## src/sock_irq_pkg.sv

```systemverilog
// Package with register map, bit fields and carriers of the socket block
package sock_irq_pkg;

  // Register byte addresses
  localparam logic [7:0] addr_socket2_command = 8'h02;
  localparam logic [7:0] addr_socket3_command = 8'h03;
  localparam logic [7:0] addr_socket0_event_status = 8'h04;
  localparam logic [7:0] addr_socket1_event_status = 8'h05;
  localparam logic [7:0] addr_socket2_event_status = 8'h06;
  localparam logic [7:0] addr_socket3_event_status = 8'h07;
  localparam logic [7:0] addr_interrupt_summary = 8'h08;
  localparam logic [7:0] addr_interrupt_enable_mask = 8'h09;

  // Command bit positions
  localparam int cmd_sys_setup = 0;
  localparam int cmd_open = 1;
  localparam int cmd_connect = 2;
  localparam int cmd_listen = 3;
  localparam int cmd_close = 4;
  localparam int cmd_send = 5;
  localparam int cmd_recv = 6;

  // Event status bit positions
  localparam int st_setup_done = 0;
  localparam int st_open_done = 1;
  localparam int st_established = 2;
  localparam int st_closed = 3;
  localparam int st_timeout = 4;
  localparam int st_send_done = 5;
  localparam int st_recv_done = 6;

  // Summary layout: event flags low nibble, receive flags high nibble
  localparam int sum_event_lsb = 0;
  localparam int sum_rx_lsb = 4;

  // Writable command bits; bits 0 and 7 are reserved
  localparam logic [7:0] cmd_valid_mask = 8'h7e;

  // Reset values
  localparam logic [7:0] command_reset = 8'h00;
  localparam logic [7:0] status_reset = 8'h00;
  localparam logic [7:0] summary_reset = 8'h00;
  localparam logic [7:0] mask_reset = 8'h00;
  localparam logic [7:0] retry_count_reset = 8'h00;
  localparam logic [7:0] rdata_reset = 8'h00;

  // Host byte bus request
  typedef struct packed {
    logic [7:0] addr;
    logic wr;
    logic rd;
    logic [7:0] wdata;
  } host_req_s;

  // Per-channel report from the protocol engine, pulses except busy
  typedef struct packed {
    logic setup_done;
    logic open_done;
    logic established;
    logic close_done;
    logic send_done;
    logic recv_done;
    logic retransmit;
    logic busy;
    logic rx_data;
  } chan_event_s;

endpackage : sock_irq_pkg

```

## src/chan_event_status.sv

```systemverilog
// One channel's read-clear event status register with retry timeout
`timescale 1ns/1ns
module chan_event_status
  import sock_irq_pkg::*;
#(
  parameter bit has_setup = 1'b0
) (
  // Clock and reset
  input wire logic clk,
  input wire logic rst,
  // Engine events and retry limit
  input chan_event_s ev,
  input wire logic [7:0] retry_limit,
  // Host side
  input wire logic read_clear,
  output logic [7:0] status,
  output logic new_event,
  output logic timeout_hit
);

  logic [7:0] retry_count;
  logic [7:0] next_retry_count;
  logic [7:0] next_status;
  logic [7:0] set_bits;

  always_comb begin
    // Timeout once retransmissions pass the limit
    timeout_hit = ev.busy && ev.retransmit
      && (retry_count >= retry_limit);
    if (!ev.busy) begin
      next_retry_count = retry_count_reset;
    end else if (ev.retransmit && !timeout_hit) begin
      next_retry_count = retry_count + 8'h01;
    end else begin
      next_retry_count = retry_count;
    end
    set_bits = 8'h00;
    set_bits[st_setup_done] = has_setup && ev.setup_done;
    set_bits[st_open_done] = ev.open_done;
    set_bits[st_established] = ev.established;
    set_bits[st_closed] = ev.close_done;
    set_bits[st_timeout] = timeout_hit;
    set_bits[st_send_done] = ev.send_done;
    set_bits[st_recv_done] = ev.recv_done;
    // New events win over a read-clear in the same cycle
    next_status = (read_clear ? status_reset : status) | set_bits;
    new_event = |set_bits;
  end

  always_ff @(posedge clk) begin
    if (rst) begin
      status <= status_reset;
      retry_count <= retry_count_reset;
    end else begin
      status <= next_status;
      retry_count <= next_retry_count;
    end
  end

  property p_timeout_sets;
    @(posedge clk) disable iff (rst)
    (ev.busy && ev.retransmit && retry_count >= retry_limit)
      |=> status[st_timeout];
  endproperty
  a_timeout_sets: assert property (p_timeout_sets)
    else $error("timeout bit not set after retry limit");

  property p_no_early_timeout;
    @(posedge clk) disable iff (rst)
    (!status[st_timeout] && ev.retransmit && retry_count < retry_limit)
      |=> !status[st_timeout];
  endproperty
  a_no_early_timeout: assert property (p_no_early_timeout)
    else $error("timeout raised before retry limit");

  property p_reserved_status;
    @(posedge clk) disable iff (rst)
    !status[7] && (has_setup || !status[st_setup_done]);
  endproperty
  a_reserved_status: assert property (p_reserved_status)
    else $error("reserved status bit set");

  property p_read_clears;
    @(posedge clk) disable iff (rst)
    (read_clear && !new_event) |=> (status == status_reset);
  endproperty
  a_read_clears: assert property (p_read_clears)
    else $error("status not cleared by read");

endmodule : chan_event_status

```

## src/socket_command_interrupt_regs.sv

```systemverilog
// Socket 2/3 command registers, event status and interrupt summary
`timescale 1ns/1ns
module socket_command_interrupt_regs
  import sock_irq_pkg::*;
(
  // Clock and reset
  input wire logic clk,
  input wire logic rst,
  // Host byte bus
  input host_req_s host,
  output logic [7:0] host_rdata,
  // Protocol engine reports, channels 0 to 3
  input chan_event_s [3:0] chan_ev,
  input wire logic [7:0] retry_limit,
  input wire logic [7:0] sock2_protocol_option,
  input wire logic [7:0] sock3_protocol_option,
  // Commands to the protocol engine
  output logic [7:0] socket2_command,
  output logic [7:0] socket3_command,
  output logic [7:0] sock2_open_protocol,
  output logic [7:0] sock3_open_protocol,
  // Host interrupt
  output logic irq
);

  logic [7:0] chan_status [4];
  logic [3:0] chan_new_event;
  logic [3:0] chan_timeout;
  logic [3:0] read_clear;
  logic [7:0] interrupt_summary;
  logic [7:0] interrupt_enable_mask;
  logic [7:0] next_socket2_command;
  logic [7:0] next_socket3_command;
  logic [7:0] next_sock2_open_protocol;
  logic [7:0] next_sock3_open_protocol;
  logic [7:0] next_summary;
  logic [7:0] next_mask;
  logic [7:0] next_rdata;
  logic next_irq;
  logic [7:0] sum_set;
  logic [7:0] sum_clear;
  logic wr2;
  logic wr3;

  // Status register per channel; only channel 0 reports system setup
  for (genvar i = 0; i < 4; i++) begin : g_chan
    chan_event_status #(
      .has_setup(i == 0)
    ) u_status (
      .clk(clk),
      .rst(rst),
      .ev(chan_ev[i]),
      .retry_limit(retry_limit),
      .read_clear(read_clear[i]),
      .status(chan_status[i]),
      .new_event(chan_new_event[i]),
      .timeout_hit(chan_timeout[i])
    );
  end

  // Engine finish pulses that release each command bit
  function automatic logic [7:0] done_mask(input chan_event_s ev,
                                           input logic tmo);
    logic [7:0] m;
    m = 8'h00;
    m[cmd_open] = ev.open_done;
    m[cmd_connect] = ev.established || tmo;
    m[cmd_listen] = ev.established || tmo;
    m[cmd_close] = ev.close_done;
    m[cmd_send] = ev.send_done || tmo;
    m[cmd_recv] = ev.recv_done;
    return m;
  endfunction : done_mask

  // Command registers
  always_comb begin
    wr2 = host.wr && (host.addr == addr_socket2_command);
    wr3 = host.wr && (host.addr == addr_socket3_command);
    // Finished commands drop out; a write in the same cycle wins
    next_socket2_command = socket2_command
      & ~done_mask(chan_ev[2], chan_timeout[2]);
    next_socket3_command = socket3_command
      & ~done_mask(chan_ev[3], chan_timeout[3]);
    // Connect, listen, close, send and receive go straight to the engine
    if (wr2) begin
      next_socket2_command = host.wdata & cmd_valid_mask;
    end
    if (wr3) begin
      next_socket3_command = host.wdata & cmd_valid_mask;
    end
    // Protocol is captured when open is issued so later option writes
    // cannot change a socket mid-open
    next_sock2_open_protocol = sock2_open_protocol;
    next_sock3_open_protocol = sock3_open_protocol;
    if (wr2 && host.wdata[cmd_open]) begin
      next_sock2_open_protocol = sock2_protocol_option;
    end
    if (wr3 && host.wdata[cmd_open]) begin
      next_sock3_open_protocol = sock3_protocol_option;
    end
  end

  always_ff @(posedge clk) begin
    if (rst) begin
      socket2_command <= command_reset;
      socket3_command <= command_reset;
      sock2_open_protocol <= command_reset;
      sock3_open_protocol <= command_reset;
    end else begin
      socket2_command <= next_socket2_command;
      socket3_command <= next_socket3_command;
      sock2_open_protocol <= next_sock2_open_protocol;
      sock3_open_protocol <= next_sock3_open_protocol;
    end
  end

  // Summary, mask and interrupt
  always_comb begin
    sum_set = 8'h00;
    for (int i = 0; i < 4; i++) begin
      sum_set[sum_event_lsb + i] = chan_new_event[i];
      sum_set[sum_rx_lsb + i] = chan_ev[i].rx_data;
    end
    sum_clear = 8'h00;
    if (host.wr && (host.addr == addr_interrupt_summary)) begin
      sum_clear = host.wdata;
    end
    // Set wins so an event landing on the clear is not lost
    next_summary = (interrupt_summary & ~sum_clear) | sum_set;
    next_mask = interrupt_enable_mask;
    if (host.wr && (host.addr == addr_interrupt_enable_mask)) begin
      next_mask = host.wdata;
    end
    // Taken from next values so the pin matches the registers exactly
    next_irq = |(next_summary & next_mask);
  end

  always_ff @(posedge clk) begin
    if (rst) begin
      interrupt_summary <= summary_reset;
      interrupt_enable_mask <= mask_reset;
      irq <= 1'b0;
    end else begin
      interrupt_summary <= next_summary;
      interrupt_enable_mask <= next_mask;
      irq <= next_irq;
    end
  end

  // Read port; the value read is the one before the clear
  always_comb begin
    read_clear = 4'h0;
    next_rdata = rdata_reset;
    if (!host.rd) begin
      next_rdata = host_rdata;
    end else if (host.addr == addr_socket2_command) begin
      next_rdata = socket2_command;
    end else if (host.addr == addr_socket3_command) begin
      next_rdata = socket3_command;
    end else if (host.addr == addr_socket0_event_status) begin
      next_rdata = chan_status[0];
      read_clear[0] = 1'b1;
    end else if (host.addr == addr_socket1_event_status) begin
      next_rdata = chan_status[1];
      read_clear[1] = 1'b1;
    end else if (host.addr == addr_socket2_event_status) begin
      next_rdata = chan_status[2];
      read_clear[2] = 1'b1;
    end else if (host.addr == addr_socket3_event_status) begin
      next_rdata = chan_status[3];
      read_clear[3] = 1'b1;
    end else if (host.addr == addr_interrupt_summary) begin
      next_rdata = interrupt_summary;
    end else if (host.addr == addr_interrupt_enable_mask) begin
      next_rdata = interrupt_enable_mask;
    end
  end

  always_ff @(posedge clk) begin
    if (rst) begin
      host_rdata <= rdata_reset;
    end else begin
      host_rdata <= next_rdata;
    end
  end

  property p_cmd_reserved;
    @(posedge clk) disable iff (rst)
    ((socket2_command | socket3_command) & ~cmd_valid_mask) == 8'h00;
  endproperty
  a_cmd_reserved: assert property (p_cmd_reserved)
    else $error("reserved command bit set");

  property p_cmd_self_clear;
    @(posedge clk) disable iff (rst)
    (socket2_command[cmd_open] && chan_ev[2].open_done && !wr2)
      |=> !socket2_command[cmd_open];
  endproperty
  a_cmd_self_clear: assert property (p_cmd_self_clear)
    else $error("open command did not clear on completion");

  property p_cmd_holds;
    @(posedge clk) disable iff (rst)
    (!wr3 && !chan_ev[3].recv_done) |=>
      (socket3_command[cmd_recv] == $past(socket3_command[cmd_recv]));
  endproperty
  a_cmd_holds: assert property (p_cmd_holds)
    else $error("receive command changed without cause");

  property p_open_protocol;
    @(posedge clk) disable iff (rst)
    (wr2 && host.wdata[cmd_open]) |=>
      (sock2_open_protocol == $past(sock2_protocol_option));
  endproperty
  a_open_protocol: assert property (p_open_protocol)
    else $error("open protocol not captured");

  property p_status_read;
    @(posedge clk) disable iff (rst)
    (host.rd && host.addr == addr_socket0_event_status)
      |=> (host_rdata == $past(chan_status[0]));
  endproperty
  a_status_read: assert property (p_status_read)
    else $error("status read returned wrong value");

  property p_event_flag;
    @(posedge clk) disable iff (rst)
    chan_new_event[1] |=> interrupt_summary[sum_event_lsb + 1];
  endproperty
  a_event_flag: assert property (p_event_flag)
    else $error("channel event flag not set");

  property p_rx_flag;
    @(posedge clk) disable iff (rst)
    chan_ev[3].rx_data |=> interrupt_summary[sum_rx_lsb + 3] ##1
      (interrupt_summary[sum_rx_lsb + 3] || $past(sum_clear[sum_rx_lsb + 3]));
  endproperty
  a_rx_flag: assert property (p_rx_flag)
    else $error("receive flag not set or lost");

  property p_w1c;
    @(posedge clk) disable iff (rst)
    (host.wr && host.addr == addr_interrupt_summary && host.wdata[0]
      && !sum_set[0]) |=> !interrupt_summary[0];
  endproperty
  a_w1c: assert property (p_w1c)
    else $error("write one did not clear summary bit");

  property p_w0_keeps;
    @(posedge clk) disable iff (rst)
    (interrupt_summary[2] && !sum_clear[2]) |=> interrupt_summary[2];
  endproperty
  a_w0_keeps: assert property (p_w0_keeps)
    else $error("summary bit lost without a write of one");

  property p_mask_write;
    @(posedge clk) disable iff (rst)
    (host.wr && host.addr == addr_interrupt_enable_mask)
      |=> (interrupt_enable_mask == $past(host.wdata));
  endproperty
  a_mask_write: assert property (p_mask_write)
    else $error("mask write not stored");

  property p_irq_level;
    @(posedge clk) disable iff (rst)
    irq == (|(interrupt_summary & interrupt_enable_mask));
  endproperty
  a_irq_level: assert property (p_irq_level)
    else $error("interrupt pin disagrees with summary and mask");

  property p_cmd_write;
    @(posedge clk) disable iff (rst)
    wr3 |=> (socket3_command == ($past(host.wdata) & cmd_valid_mask));
  endproperty
  a_cmd_write: assert property (p_cmd_write)
    else $error("command write not stored");

  // A stray load here would mean a phantom read that cleared status
  property p_rdata_holds;
    @(posedge clk) disable iff (rst)
    !host.rd |=> (host_rdata == $past(host_rdata));
  endproperty
  a_rdata_holds: assert property (p_rdata_holds)
    else $error("read data changed without a read");

endmodule : socket_command_interrupt_regs

```

## config.mk

```make
export PLATFORM = sky130hd
export DESIGN_NAME = socket_command_interrupt_regs
export DESIGN_NICKNAME = d
export VERILOG_FILES = /design/src/sock_irq_pkg.sv /design/src/chan_event_status.sv /design/src/socket_command_interrupt_regs.sv
export SDC_FILE = /design/constraint.sdc
export NUM_CORES = 1
export LEC_CHECK = 0
export BUFFER_PORTS_ARGS = -buffer_cell sky130_fd_sc_hd__buf_4
export CAP_MARGIN = 30
export CORE_MARGIN = 2
export CORE_UTILIZATION = 55
export DETAILED_ROUTE_END_ITERATION = 6
export PLACE_DENSITY = 0.8
export SLEW_MARGIN = 20
export SYNTH_ARGS = -nofsm -noshare
export SYNTH_HDL_FRONTEND = slang
export SYNTH_SLANG_ARGS = --single-unit
```

## constraint.sdc

```tcl
create_clock -name clk -period 6.9 [get_ports clk]
set_input_delay 1.035 -clock clk [delete_from_list [all_inputs] [get_ports clk]]
set_output_delay 1.035 -clock clk [all_outputs]
set_load 0.02 [all_outputs]
```

* Yosys cells after proc, flatten, opt, wreduce, memory -nomap -nowiden *
Index checks and enable logic that the tools add are counted.

word-level totals
  register bits = 121
  input bits = 80
  output and inout bits = 41
  word-level logic and storage cells = 113

operators by class
  add/sub/neg operators = 4
  $lt $le $gt $ge = 4
  equal/unequal tests = 8
  mux-type cells = 26
  bitwise logic cells = 16
  reduce and logical (&&, ||, !) cells = 37

operators with widths
  operator             count
  $mux 8               14
  $add 8x1->8 const B  4
  $and 8x8->8          4
  $eq 8x3->1 const B   4
  $ge 8x8->1           4
  $or 8x7->8           4
  $logic_and 1x1->1    18
  $reduce_or 6->1      3
  $eq 8x2->1 const B   2
  $eq 8x4->1 const B   2
  $not 7->8            2
  $mux 7               2
  $mux 4               3
  $reduce_or 2->1      6
  $not 8->8            1
  $or 8x8->8           1
  $reduce_or 8->1      1
  $reduce_or 7->1      1
  $mux 1               5
  $logic_not 1->1      4
  $logic_or 1x1->1     4
  $not 1->1            4
  $mux 3               1
  $mux 2               1

* Depth between registers and ports, before layout *
Gate-level depths: netlist (run 1).

  depth after elaboration = 10
  depth in mapped cells = 9
  gate-level depth less buffers = 8

* Cells and area by module *
A second synthesis (run 1) with hierarchy kept.

second synthesis, totals
  cells, all modules = 770
  area, all modules = 6157.2 µm²

by module, submodules not included
  module                                      times used  cells an instance  area each (µm²)  sequential area each (µm²)
  socket_command_interrupt_regs               1           355                2772.7           1061.0
  chan_event_status (g_chan[1].u_status ...)  3           99                 812.0            280.3
  chan_event_status (g_chan[0].u_status)      1           118                948.4            300.3

* Worst setup path after synthesis (run 1) *
OpenSTA, ideal clock, no wires.

  path type = input port to flip-flop
  from = input port host[15] in the netlist's numbering
  to = register sock2_open_protocol[0]
  setup time = 0.069 ns
  data arrival time = 2.934 ns
  data required time = 6.831 ns
  setup slack = 3.897 ns
  stages on the path = 8
  path buffers = 2
  cells stage by stage = or4_4 buf_6 or4b_4 nor3b_4 and2_1 buf_4 nand2_1 a21oi_2

on the way
  word-level cells in the longest chain between the ends = 3

RTL lines
  item                    RTL line                              source
  start: declaration      socket_command_interrupt_regs.sv:10   input host_req_s host,
  $eq 8x2->1              socket_command_interrupt_regs.sv:77   wr2 = host.wr && (host.addr == addr_socket2_command);
  $logic_and 1x1->1       socket_command_interrupt_regs.sv:77
  $logic_and 1x1->1       socket_command_interrupt_regs.sv:95   if (wr2 && host.wdata[cmd_open]) begin
  end signal: assignment  socket_command_interrupt_regs.sv:107  sock2_open_protocol <= command_reset;
  end signal: assignment  socket_command_interrupt_regs.sv:112  sock2_open_protocol <= next_sock2_open_protocol;
  end: declaration        socket_command_interrupt_regs.sv:20   output logic [7:0] sock2_open_protocol,

Every way passes these cells.
A chain may end at the register's enable or synchronous reset.

* Final worst setup path (run 1) *
  from = input port host[15] in the netlist's numbering
  to = register irq

on the way
  word-level cells in the longest chain between the ends = 8
  elaborated cells between the ends (all ways) = 11
  classes of those cells = 2 x eq/ne; 2 x mux; 4 x bitwise; 3 x reduce/logical

RTL lines
  item                    RTL line                              source
  $eq 8x4->1              socket_command_interrupt_regs.sv:125  if (host.wr && (host.addr == addr_interrupt_summary)) begin
  $logic_and 1x1->1       socket_command_interrupt_regs.sv:125
  $mux 8                  socket_command_interrupt_regs.sv:125
  $not 8->8               socket_command_interrupt_regs.sv:129  next_summary = (interrupt_summary & ~sum_clear) | sum_set;
  $and 8x8->8             socket_command_interrupt_regs.sv:129
  $or 8x8->8              socket_command_interrupt_regs.sv:129
  $and 8x8->8 (*)         socket_command_interrupt_regs.sv:135  next_irq = |(next_summary & next_mask);
  $reduce_or 8->1 (*)     socket_command_interrupt_regs.sv:135
  end signal: assignment  socket_command_interrupt_regs.sv:146  irq <= next_irq;
  end: declaration        socket_command_interrupt_regs.sv:23   output logic irq

Mark *: on every way between the ends. The rest lies on a longest branch, timed or not.

==> results of run 1 <==
==> cells in the mapped netlist, types with 3 or more instances <==
library cell / n / area share, %
o21ai_0: 30 / 2.7
nand4_1: 6 / 0.67
a31oi_1: 5 / 0.56
nor3_1: 6 / 0.53
o2111ai_1: 4 / 0.62
a21oi_1: 65 / 5.8
nand3b_1: 8 / 1.1
and2_1: 5 / 0.56
o22ai_1: 4 / 0.44
mux2i_1: 13 / 2.3
nand2b_1: 6 / 0.67
o31ai_1: 6 / 0.80
and3_1: 6 / 0.67
dfxtp_1: 110 / 39
nor2b_1: 7 / 0.78
nand2_1: 70 / 4.7
xnor2_1: 5 / 0.78
inv_1: 23 / 1.5
nor3b_1: 3 / 0.40
a22oi_1: 6 / 0.80
a211oi_1: 6 / 0.80
a41oi_1: 4 / 0.62
clkbuf_1: 20 / 1.3
or3_1: 6 / 0.67
nand4b_1: 7 / 1.1
or4_1: 9 / 1.2
o21a_1: 4 / 0.53
xor2_1: 13 / 2.0
and4_1: 3 / 0.47
mux4_2: 3 / 1.2
o211ai_1: 13 / 1.7
a21oi_2: 13 / 2.0
mux2_2: 8 / 1.6
ha_1: 36 / 8.0
nor4_1: 4 / 0.44
buf_4: 6 / 0.80
nand3_1: 14 / 1.2
nor2_1: 68 / 4.5
==> power by group <==
part	internal, W	leakage (nW)	switching [W]
combinational	0.0000599	1.75	0.0000713
sequential	0.000649	0.897	0.00000866
clock	0.000227	0.117	0.000223
total	0.000936	2.77	0.000303
==> per-stage QoR <==
step                      hold slack (ns)  setup slack [ns]  std cells
after global routing                0.481              3.40        889
after CTS                           0.460              3.64        888
after detailed placement            0.446              3.24        872
final                               0.461              3.55        889
after floorplan                     0.433              3.90        654
after global placement              0.440              3.26        871
==> worst min-delay path by stage <==
stage | cells after the start | end | slack [ns]
finish | 2 | g_chan[3].u_status.status[4] | 0.46
global route | 2 | sock2_open_protocol[5] | 0.48
CTS | 2 | g_chan[2].u_status.status[4] | 0.46
detailed placement | 2 | g_chan[2].u_status.status[4] | 0.45
global placement | 2 | sock3_open_protocol[4] | 0.44
floorplan | 2 | g_chan[2].u_status.status[4] | 0.43
==> per-layer routing <==
layer	track usage, %	part of all wire (%)	up-vias
li1	-	-	2551
met1	33.6	43	2479
met2	45.4	48	172
met3	5.50	6.4	24
met4	9.33	2.1	0
met5	0	0	-
==> sequential cells by signal, summed over array words and instances, names as in the netlist <==
register	count
g_chan.u_status.retry_count	32
g_chan.u_status.status	25
host_rdata	8
interrupt_enable_mask	8
interrupt_summary	8
sock2_open_protocol	8
sock3_open_protocol	8
socket2_command	6
socket3_command	6
irq	1
==> final cells by class <==
| type | instances | share of cell area (%) |
|---|---|---|
| repair buffers | 115 | 12.7 |
| well taps | 133 | 2.46 |
| flip-flops and latches | 110 | 32.6 |
| clock buffers | 12 | 2.30 |
| inverters | 23 | 1.28 |
| multi-input cells | 492 | 47.5 |
| clock inverters | 4 | 1.15 |
==> kinds of logic (layout without fill, tap and decap cells) <==
group           Yosys count  after routing
compound gates          175            175
xor+xnor                 18             18
fa+ha+maj                36             36
buf+inv                  52            154
flops                   110            110
mux                      24             24
other cells               1              4
simple gates            235            235
==> worst max-delay path, cell delays in order <==
cell	delay (ns)
buf_4	0.11
nor4_1	0.83
nand4_1	0.70
mux2i_1	0.39
o22ai_1	0.12
a211oi_1	0.24
a41oi_1	0.14
==> results.sh, run 1 <==
export IMPL_fp_dieW_um=105
export IMPL_power_w=0.00124
export IMPL_synth_top_family_by_area="simple AND/OR/NAND/NOR gates"
export IMPL_hold_viol=0
export IMPL_final_cell_mix="buf_4 (114), dfxtp_1 (110), nand2_1 (70)"
export IMPL_synth_seq_cells=110
export IMPL_seqCellArea_um2=2200
export IMPL_drt_first_pass_iters=5
export IMPL_cp_data_required_time_ns=7.13
export IMPL_async_flop_share_pct=0
export IMPL_hold_start="g_chan[3].u_status.status[4]"
export IMPL_synth_simple_gate_area_share_pct=21.2
export IMPL_period_needed_ns=3.35
export IMPL_wirelength_um=14800
export IMPL_fillCellCount=847
export IMPL_min_path_type="reg -> reg"
export IMPL_avgSynthCellArea_um2=8.66
export IMPL_grt_pass1_vias=5039
export IMPL_crit_type="in -> reg"
export IMPL_powerDensity_nw_per_um2=183
export IMPL_drive_above_1_share_pct=21.4
export IMPL_grt_pass1_wl_um=24100
export IMPL_core_um2=9860
export IMPL_die_y_um=105
export IMPL_grt_ovfl_total=0
export IMPL_path_max_fanout=8
export IMPL_placed_cell_area_um2=6520
export IMPL_clkLatencyLatePin_ns=0.38
export IMPL_cts_hold_buf=0
export IMPL_finalSetupTns_ns=0
export IMPL_grtUsageTotal_pct=26.7
export IMPL_rsz0062_at_grt="false"
export IMPL_startpoint="host[15]"
export IMPL_nets=867
export IMPL_clock_skew_ns=0.0140
export IMPL_worstReg2RegEnd="irq"
export IMPL_critPathLaunchType="primary input"
export IMPL_max_freq_mhz=299
export IMPL_netlist_area_um2=5640
export IMPL_portBuffers=113
export IMPL_clk_pin_slew_ns=0.11
export IMPL_post_cts_buffers=0
export IMPL_synthXorXnorAreaFrac_pct=2.80
export IMPL_drt_vias_per_instance=5.88
export IMPL_cts_buffer_depth=2
export IMPL_cp_endpoint="irq"
export IMPL_grt_max_degree=76
export IMPL_htree_levels=3
export IMPL_yosysSeqAreaShare_pct=39.1
export IMPL_final_max_slew_viol_count=0
export IMPL_final_util_pct=68.5
export IMPL_gp_congestion=0.911
export IMPL_finalCritPeriodShare_pct=48.5
export IMPL_synth_edff_count=0
export IMPL_wl_per_cell_um=16.7
export IMPL_drv_cap=0
export IMPL_cts_tree="done"
export IMPL_peakVddDrop_v=0.000157
export IMPL_clock_sinks=110
export IMPL_cp_end_kind="flip-flop"
export IMPL_cp_arrival_ns=3.58
export IMPL_ys_warn_count=0
export IMPL_grt_antenna_before_repair=0
export IMPL_via_count=5226
export IMPL_muxShareOfSynthArea_pct=5.11
export IMPL_start_util_pct=57.1
export IMPL_multi_input_area_um2=3210
export IMPL_hpwl_um=11300
export IMPL_io_pins=121
export IMPL_r2r_slack_ns=4.35
export IMPL_relSlewSlack_pct=34.8
export IMPL_tightest_slew_ns=0.970
export IMPL_setup_viol=0
export IMPL_synthFlopType="dfxtp_1"
export IMPL_synth_compound_area_share_pct=19.7
export IMPL_root_buffer="clkbuf_8"
export IMPL_dr_first_iter_drc_count=255
export IMPL_rows=36
export IMPL_worstRegToRegCells=8
export IMPL_layout_commonest_cell="buf_4"
export IMPL_syn_inst=651
export IMPL_synth_adder_area_share_pct=7.99
export IMPL_area_growth_syn_to_layout_pct=20.0
export IMPL_r2r_start="g_chan[3].u_status.retry_count[0]"
export IMPL_cts_made_buffers=9
export IMPL_final_cell_area_um2=6760
export IMPL_cts_resized=0
export IMPL_die_area_um2=11100
export IMPL_ant_nets=0
export IMPL_ys_types=61
export IMPL_drc=0
export IMPL_diodes=0
export IMPL_p_leak_nw=2.77
export IMPL_outcome="finished clean"
No activity file was read; power rests on OpenSTA's default activity.
==> run 2: changes to the inputs <==
ABC_AREA = 1   (was not set)
CORE_UTILIZATION = 50   (was 55)
PLACE_DENSITY = 0.77   (was 0.8)
clock period = 2.8 ns   (was 6.9 ns; I/O delays follow)
==> run 2 against run 1 <==
Net effect:
- synthesized cell count grew 28%
- clock-buffer cell count grew 1
- largest cell class unchanged
- largest power group unchanged
- die area rose by 13%
- non-clock buffer count increased by 2
==> results.sh, run 2 <==
export IMPL_cts_made_buffers=9
export IMPL_slowest_stage="dfxtp_1"
export IMPL_cts_hold_buf=0
export IMPL_clk_pin_slew_ns=0.07
export IMPL_drc=0
export IMPL_crit_chain="ha_1 > nand2_1 > inv_1 > nand2_1 > nand2_1 > nand2_1 > nand3_1 > nand2_1 > nand2_1 > nor2_1 > nand2_1 > o21ai_0 > nor2_1"
export IMPL_hpwl_um=11500
export IMPL_period_needed_ns=2.10
export IMPL_setup_viol=0
export IMPL_diodes=0
export IMPL_rows=39
export IMPL_netlist_area_um2=5840
export IMPL_yosysTopAreaCellShare_pct=37.7
export IMPL_cts_tree="done"
export IMPL_drv_cap=0
export IMPL_path_max_fanout=9
export IMPL_start_util_pct=51.2
export IMPL_min_delay_path_depth=3
export IMPL_drt_vias_per_instance=5.17
export IMPL_root_buffer="clkbuf_16"
export IMPL_largest_registers="g_chan.u_status.retry_count (32), g_chan.u_status.status (25)"
export IMPL_clock_sinks=110
export IMPL_cp_arrival_ns=2.35
export IMPL_avgSynthCellArea_um2=6.99
export IMPL_core_um2=11400
export IMPL_io_pins=121
export IMPL_htree_levels=3
export IMPL_ys_types=39
export IMPL_final_util_pct=61.9
export IMPL_drt_first_pass_iters=5
export IMPL_hold_start="chan_ev[3]"
export IMPL_synth_top_family_by_area="simple AND/OR/NAND/NOR gates"
export IMPL_outcome="finished clean"
export IMPL_clock_skew_ns=0.00652
export IMPL_cts_buffer_depth=2
export IMPL_crit_buf_inv=1
export IMPL_grt_pass1_vias=5346
export IMPL_synthXorXnorAreaFrac_pct=0.600
export IMPL_largest_reg_flops=32
export IMPL_final_max_slew_viol_count=0
export IMPL_synthFlopType="dfxtp_1"
export IMPL_layout_commonest_cell="nand2_1"
export IMPL_dp_cells=1079
export IMPL_cp_end_kind="flip-flop"
export IMPL_synth_common_cells="nand2_1 (221), a21oi_1 (117), dfxtp_1 (110), inv_1 (109), nand3_1 (56)"
export IMPL_max_freq_mhz=476
export IMPL_dr_first_iter_drc_count=352
export IMPL_grtUsageTotal_pct=24.3
export IMPL_die_area_um2=12600
export IMPL_worstRegToRegCells=13
export IMPL_crit_type="reg -> reg"
export IMPL_via_count=5651
export IMPL_powerDensity_nw_per_um2=445
export IMPL_nets=1063
export IMPL_synth_compound_area_share_pct=14.9
export IMPL_regMostFlops="g_chan.u_status.retry_count"
export IMPL_die_y_um=112
export IMPL_final_cell_mix="nand2_1 (221), a21oi_1 (117), buf_4 (117)"
export IMPL_cts_resized=0
export IMPL_instances_no_fill=1093
export IMPL_wirelength_um=15200
export IMPL_yosys_area_top_type="dfxtp_1"
export IMPL_synth_seq_cells=110
export IMPL_critPathLaunchType="flip-flop"
export IMPL_yosysMostFrequentCell="nand2_1"
export IMPL_peakVddDrop_v=0.000493
export IMPL_ant_nets=0
export IMPL_r2r_start="g_chan[1].u_status.retry_count[2]"
export IMPL_slowest_delay_ns=0.44
export IMPL_hold_viol=0
export IMPL_syn_inst=836
export IMPL_crit_top_cell="nand2_1"
export IMPL_synth_simple_gate_area_share_pct=29.4
export IMPL_yosysSeqAreaShare_pct=37.7
export IMPL_tightest_slew_ns=0.706
export IMPL_gp_congestion=0.902
export IMPL_finalCritPeriodShare_pct=75.0
export IMPL_async_flop_share_pct=0
export IMPL_drive_above_1_share_pct=16.7
export IMPL_fp_dieW_um=112
export IMPL_relSlewSlack_pct=52.9
export IMPL_synthTopCellsByArea="dfxtp_1 (38%), nand2_1 (14%), a21oi_1 (10%), ha_1 (7.7%), inv_1 (7.0%)"
export IMPL_wl_per_cell_um=13.9
export IMPL_crit_family="simple AND/OR/NAND/NOR gates"
export IMPL_worstReg2RegEnd="g_chan[1].u_status.retry_count[5]"
export IMPL_p_leak_nw=3.36
export IMPL_grt_pass1_wl_um=24900
export IMPL_r2r_slack_ns=0.70
export IMPL_portBuffers=113
export IMPL_finalSetupTns_ns=0
export IMPL_grt_ovfl_total=0
export IMPL_rsz0062_at_grt="false"
export IMPL_min_to="g_chan[0].u_status.status[6]"
export IMPL_ys_warn_count=0
export IMPL_cp_data_required_time_ns=3.05
export IMPL_min_path_type="in -> reg"
export IMPL_post_cts_buffers=0
export IMPL_synth_edff_count=0
export IMPL_grt_antenna_before_repair=0
export IMPL_grt_max_degree=67
export IMPL_clkLatencyLatePin_ns=0.35
export IMPL_area_growth_syn_to_layout_pct=20.9
export IMPL_synth_adder_area_share_pct=7.71
export IMPL_muxShareOfSynthArea_pct=0
## run 2: worst max-delay path by stage
stage / start / to / slack [ns] / depth (start not counted)
floorplan: retry_limit[7] / g_chan[1].u_status.retry_count[7] / 0.91 / 11
global placement: retry_limit[7] / g_chan[1].u_status.retry_count[7] / 0.43 / 12
detailed placement: retry_limit[7] / g_chan[1].u_status.retry_count[5] / 0.40 / 12
CTS: g_chan[1].u_status.retry_count[2] / g_chan[1].u_status.retry_count[5] / 0.70 / 13
global route: g_chan[1].u_status.retry_count[1] / g_chan[1].u_status.retry_count[5] / 0.39 / 13
finish: g_chan[1].u_status.retry_count[2] / g_chan[1].u_status.retry_count[5] / 0.70 / 13
## run 2: metal layers
layer | vias up | GRT usage [%] | share of wire (%)
li1 | 2934 | - | -
met1 | 2550 | 32.3 | 46
met2 | 152 | 40.8 | 46
met3 | 15 | 5.08 | 5.9
met4 | 0 | 6.10 | 1.5
met5 | - | 0 | 0
## run 2: cell families (layout without fill, tap and decap cells)
family | after synthesis | after routing
buffers and inverters | 137 | 248
and+or+nand+nor | 381 | 381
adders and majority gates | 36 | 36
DFF | 110 | 110
xor gates and xnor gates | 4 | 4
other | 1 | 4
AOI/OAI and AO/OA | 167 | 167
## run 2: metrics by stage
stage | hold slack [ns] | setup slack (ns) | cell area [um2] | power [W]
after global routing | 0.293 | 0.395 | 7070 | 0.00326
final | 0.290 | 0.700 | 7070 | 0.00315
after floorplan | 0.437 | 0.907 | 5850 | 0.00182
after detailed placement | 0.440 | 0.402 | 6790 | 0.00196
after global placement | 0.431 | 0.428 | 6790 | 0.00196
after CTS | 0.279 | 0.703 | 7070 | 0.00317
## run 2: power breakdown
| group | leakage (nW) | internal (W) | switching (W) |
|---|---|---|---|
| clock network | 0.138 | 0.000666 | 0.000552 |
| logic | 2.33 | 0.000127 | 0.000180 |
| registers | 0.897 | 0.00160 | 0.0000205 |
| total | 3.36 | 0.00239 | 0.000753 |
## run 2: area by class of cell
class                           instances  area, um2
Fill cell                            1089       4350
Multi-Input combinational cell        592       3090
Sequential cell                       110       2200
Timing Repair Buffer                  117        878
Inverter                              117        440
Clock buffer                           13        270
Tap cell                              143        179
Clock inverter                          1       5.00
## run 2: worst reg2reg max path, cell delays in order (launching register included)
cell and delay (ns):
dfxtp_1 0.44, ha_1 0.27, nand2_1 0.07, inv_1 0.05, nand2_1 0.05, nand2_1 0.04
nand2_1 0.05, nand3_1 0.06, nand2_1 0.19, nand2_1 0.22, nor2_1 0.25, nand2_1 0.10
o21ai_0 0.16, nor2_1 0.05
==> run 3: changes to the inputs <==
CORE_UTILIZATION = 55   (was 50)
PLACE_DENSITY = 0.8   (was 0.77)
clock period = 2.13 ns   (was 2.8 ns; I/O delays follow)
==> run 3 against run 2 <==
Net effect:
- sequential share of layout area about the same
- via count is 1.1% higher
- routed wire length down 1.4%
- clock power about the same
==> results.sh, run 3 (synthesized netlist as in run 2, its figures left out) <==
export IMPL_worstRegToRegCells=13
export IMPL_grt_antenna_before_repair=0
export IMPL_rsz0062_at_grt="false"
export IMPL_drt_vias_per_instance=5.19
export IMPL_diodes=0
export IMPL_grt_ovfl_total=0
export IMPL_final_max_slew_viol_count=0
export IMPL_final_cell_mix="nand2_1 (220), buf_4 (130), a21oi_1 (117)"
export IMPL_die_area_um2=11500
export IMPL_seqCellArea_um2=2200
export IMPL_drc=0
export IMPL_drv_cap=0
export IMPL_r2r_slack_ns=0.31
export IMPL_fillCellCount=905
export IMPL_root_buffer="clkbuf_8"
export IMPL_layout_commonest_cell="nand2_1"
export IMPL_hpwl_um=11500
export IMPL_instances_no_fill=1101
export IMPL_min_path_type="in -> reg"
export IMPL_rows=37
export IMPL_wirelength_um=14900
export IMPL_clock_skew_ns=0.0155
export IMPL_cts_made_buffers=9
export IMPL_area_growth_syn_to_layout_pct=21.1
export IMPL_fp_dieW_um=107
export IMPL_largest_reg_flops=32
export IMPL_largest_registers="g_chan.u_status.retry_count (32), g_chan.u_status.status (25)"
export IMPL_dp_cells=1085
export IMPL_ant_nets=0
export IMPL_drive_above_1_share_pct=18.2
export IMPL_period_needed_ns=1.82
export IMPL_worstReg2RegEnd="g_chan[1].u_status.retry_count[5]"
export IMPL_regMostFlops="g_chan.u_status.retry_count"
export IMPL_power_w=0.00377
export IMPL_hold_viol=0
export IMPL_grt_pass1_vias=5062
export IMPL_grt_pass1_wl_um=24000
export IMPL_wl_per_cell_um=13.6
export IMPL_cp_end_kind="flip-flop"
export IMPL_clk_pin_slew_ns=0.11
export IMPL_p_leak_nw=3.39
export IMPL_cp_data_required_time_ns=2.40
export IMPL_powerDensity_nw_per_um2=533
export IMPL_core_um2=10300
export IMPL_outcome="finished clean"
export IMPL_r2r_start="g_chan[1].u_status.retry_count[2]"
export IMPL_hold_start="chan_ev[3]"
export IMPL_max_freq_mhz=549
export IMPL_post_place_ws_ns=0.0458
export IMPL_setup_viol=0
export IMPL_layout_setup_ws_ns=0.309
export IMPL_tightest_slew_ns=0.687
export IMPL_finalCritPeriodShare_pct=85.5
export IMPL_gp_congestion=0.929
export IMPL_cts_tree="done"
export IMPL_portBuffers=113
export IMPL_path_max_fanout=6
export IMPL_relSlewSlack_pct=54.2
export IMPL_clkLatencyLatePin_ns=0.38
export IMPL_drt_first_pass_iters=5
export IMPL_crit_type="reg -> reg"
export IMPL_cp_arrival_ns=2.09
export IMPL_clock_sinks=110
export IMPL_via_count=5712
export IMPL_finalSetupTns_ns=0
export IMPL_critPathLaunchType="flip-flop"
export IMPL_cts_hold_buf=0
export IMPL_die_y_um=107
export IMPL_peakVddDrop_v=0.000335
export IMPL_min_delay_path_depth=3
export IMPL_grtUsageTotal_pct=26.3
export IMPL_cts_buffer_depth=2
export IMPL_htree_levels=3
export IMPL_min_to="g_chan[0].u_status.status[6]"
export IMPL_start_util_pct=56.6
export IMPL_multi_input_area_um2=3090
export IMPL_grt_max_degree=67
export IMPL_io_pins=121
export IMPL_nets=1076
export IMPL_dr_first_iter_drc_count=380
-- run 3: cell types whose count changed in the layout (fill, tap and decap cells not counted), sizes merged --
cell | before | now
buf | 117 | 130
clkbuf | 13 | 9
clkinv | 3 | 5
clkinvlp | 0 | 1
inv | 115 | 118
-- run 3: worst max path at each step --
stage | cells past startpoint | from | endpoint
after detailed placement | 13 | retry_limit[7] | g_chan[0].u_status.retry_count[4]
after CTS | 13 | g_chan[0].u_status.retry_count[1] | g_chan[0].u_status.retry_count[4]
after global routing | 13 | g_chan[2].u_status.retry_count[1] | g_chan[2].u_status.retry_count[5]
after floorplan | 11 | retry_limit[7] | g_chan[1].u_status.retry_count[7]
final | 13 | g_chan[1].u_status.retry_count[2] | g_chan[1].u_status.retry_count[5]
after global placement | 10 | retry_limit[7] | g_chan[0].u_status.retry_count[5]
-- run 3: cell type report --
type | instances | share of cell area, %
well taps | 136 | 2.41
flip-flops and latches | 110 | 31.1
multi-input cells | 592 | 43.7
repair buffers | 130 | 13.8
inverters | 117 | 6.23
clock inverters | 7 | 0.938
clock buffers | 9 | 1.75
-- run 3: metal layers --
metal,track usage (%),up-vias,part of all wire [%]
li1,-,2962,-
met1,38.1,2511,47
met2,40.0,208,43
met3,3.40,31,7.4
met4,9.18,0,2.3
met5,0,-,0
-- run 3: timing repair --
item / CTS / global route
buffers inserted: 0 / 0
hold endpoints to repair: 0 / 0
resized for setup: 0 / 1
setup endpoints to repair: 0 / 3
-- run 3: stage by stage --
step / hold WS [ns] / area (um2) / util, %
floorplan: 0.437 / 5850 / -
global placement: 0.432 / 6880 / 66.6
detailed placement: 0.436 / 6880 / 66.6
CTS: 0.155 / 7070 / 68.5
global route: 0.156 / 7070 / 68.5
finish: 0.159 / 7070 / 68.5
-- run 3: where the power goes --
| part | total, W | switching, W | internal, W |
|---|---|---|---|
| Clock | 0.00123 | 0.000774 | 0.000452 |
| Sequential | 0.00213 | 0.0000268 | 0.00210 |
| Combinational | 0.000410 | 0.000237 | 0.000173 |
-- run 3: critical path, cell delays in order (launching register included) --
cell     delay, ns
dfxtp_1       0.44
ha_1          0.27
nand2_1       0.06
inv_1         0.04
nand2_1       0.05
nand2_1       0.04
nand2_1       0.05
nand3_1       0.06
nand2_1       0.08
nand2_1       0.07
nor2_1        0.22
nand2_1       0.10
o21ai_0       0.17
nor2_1        0.05
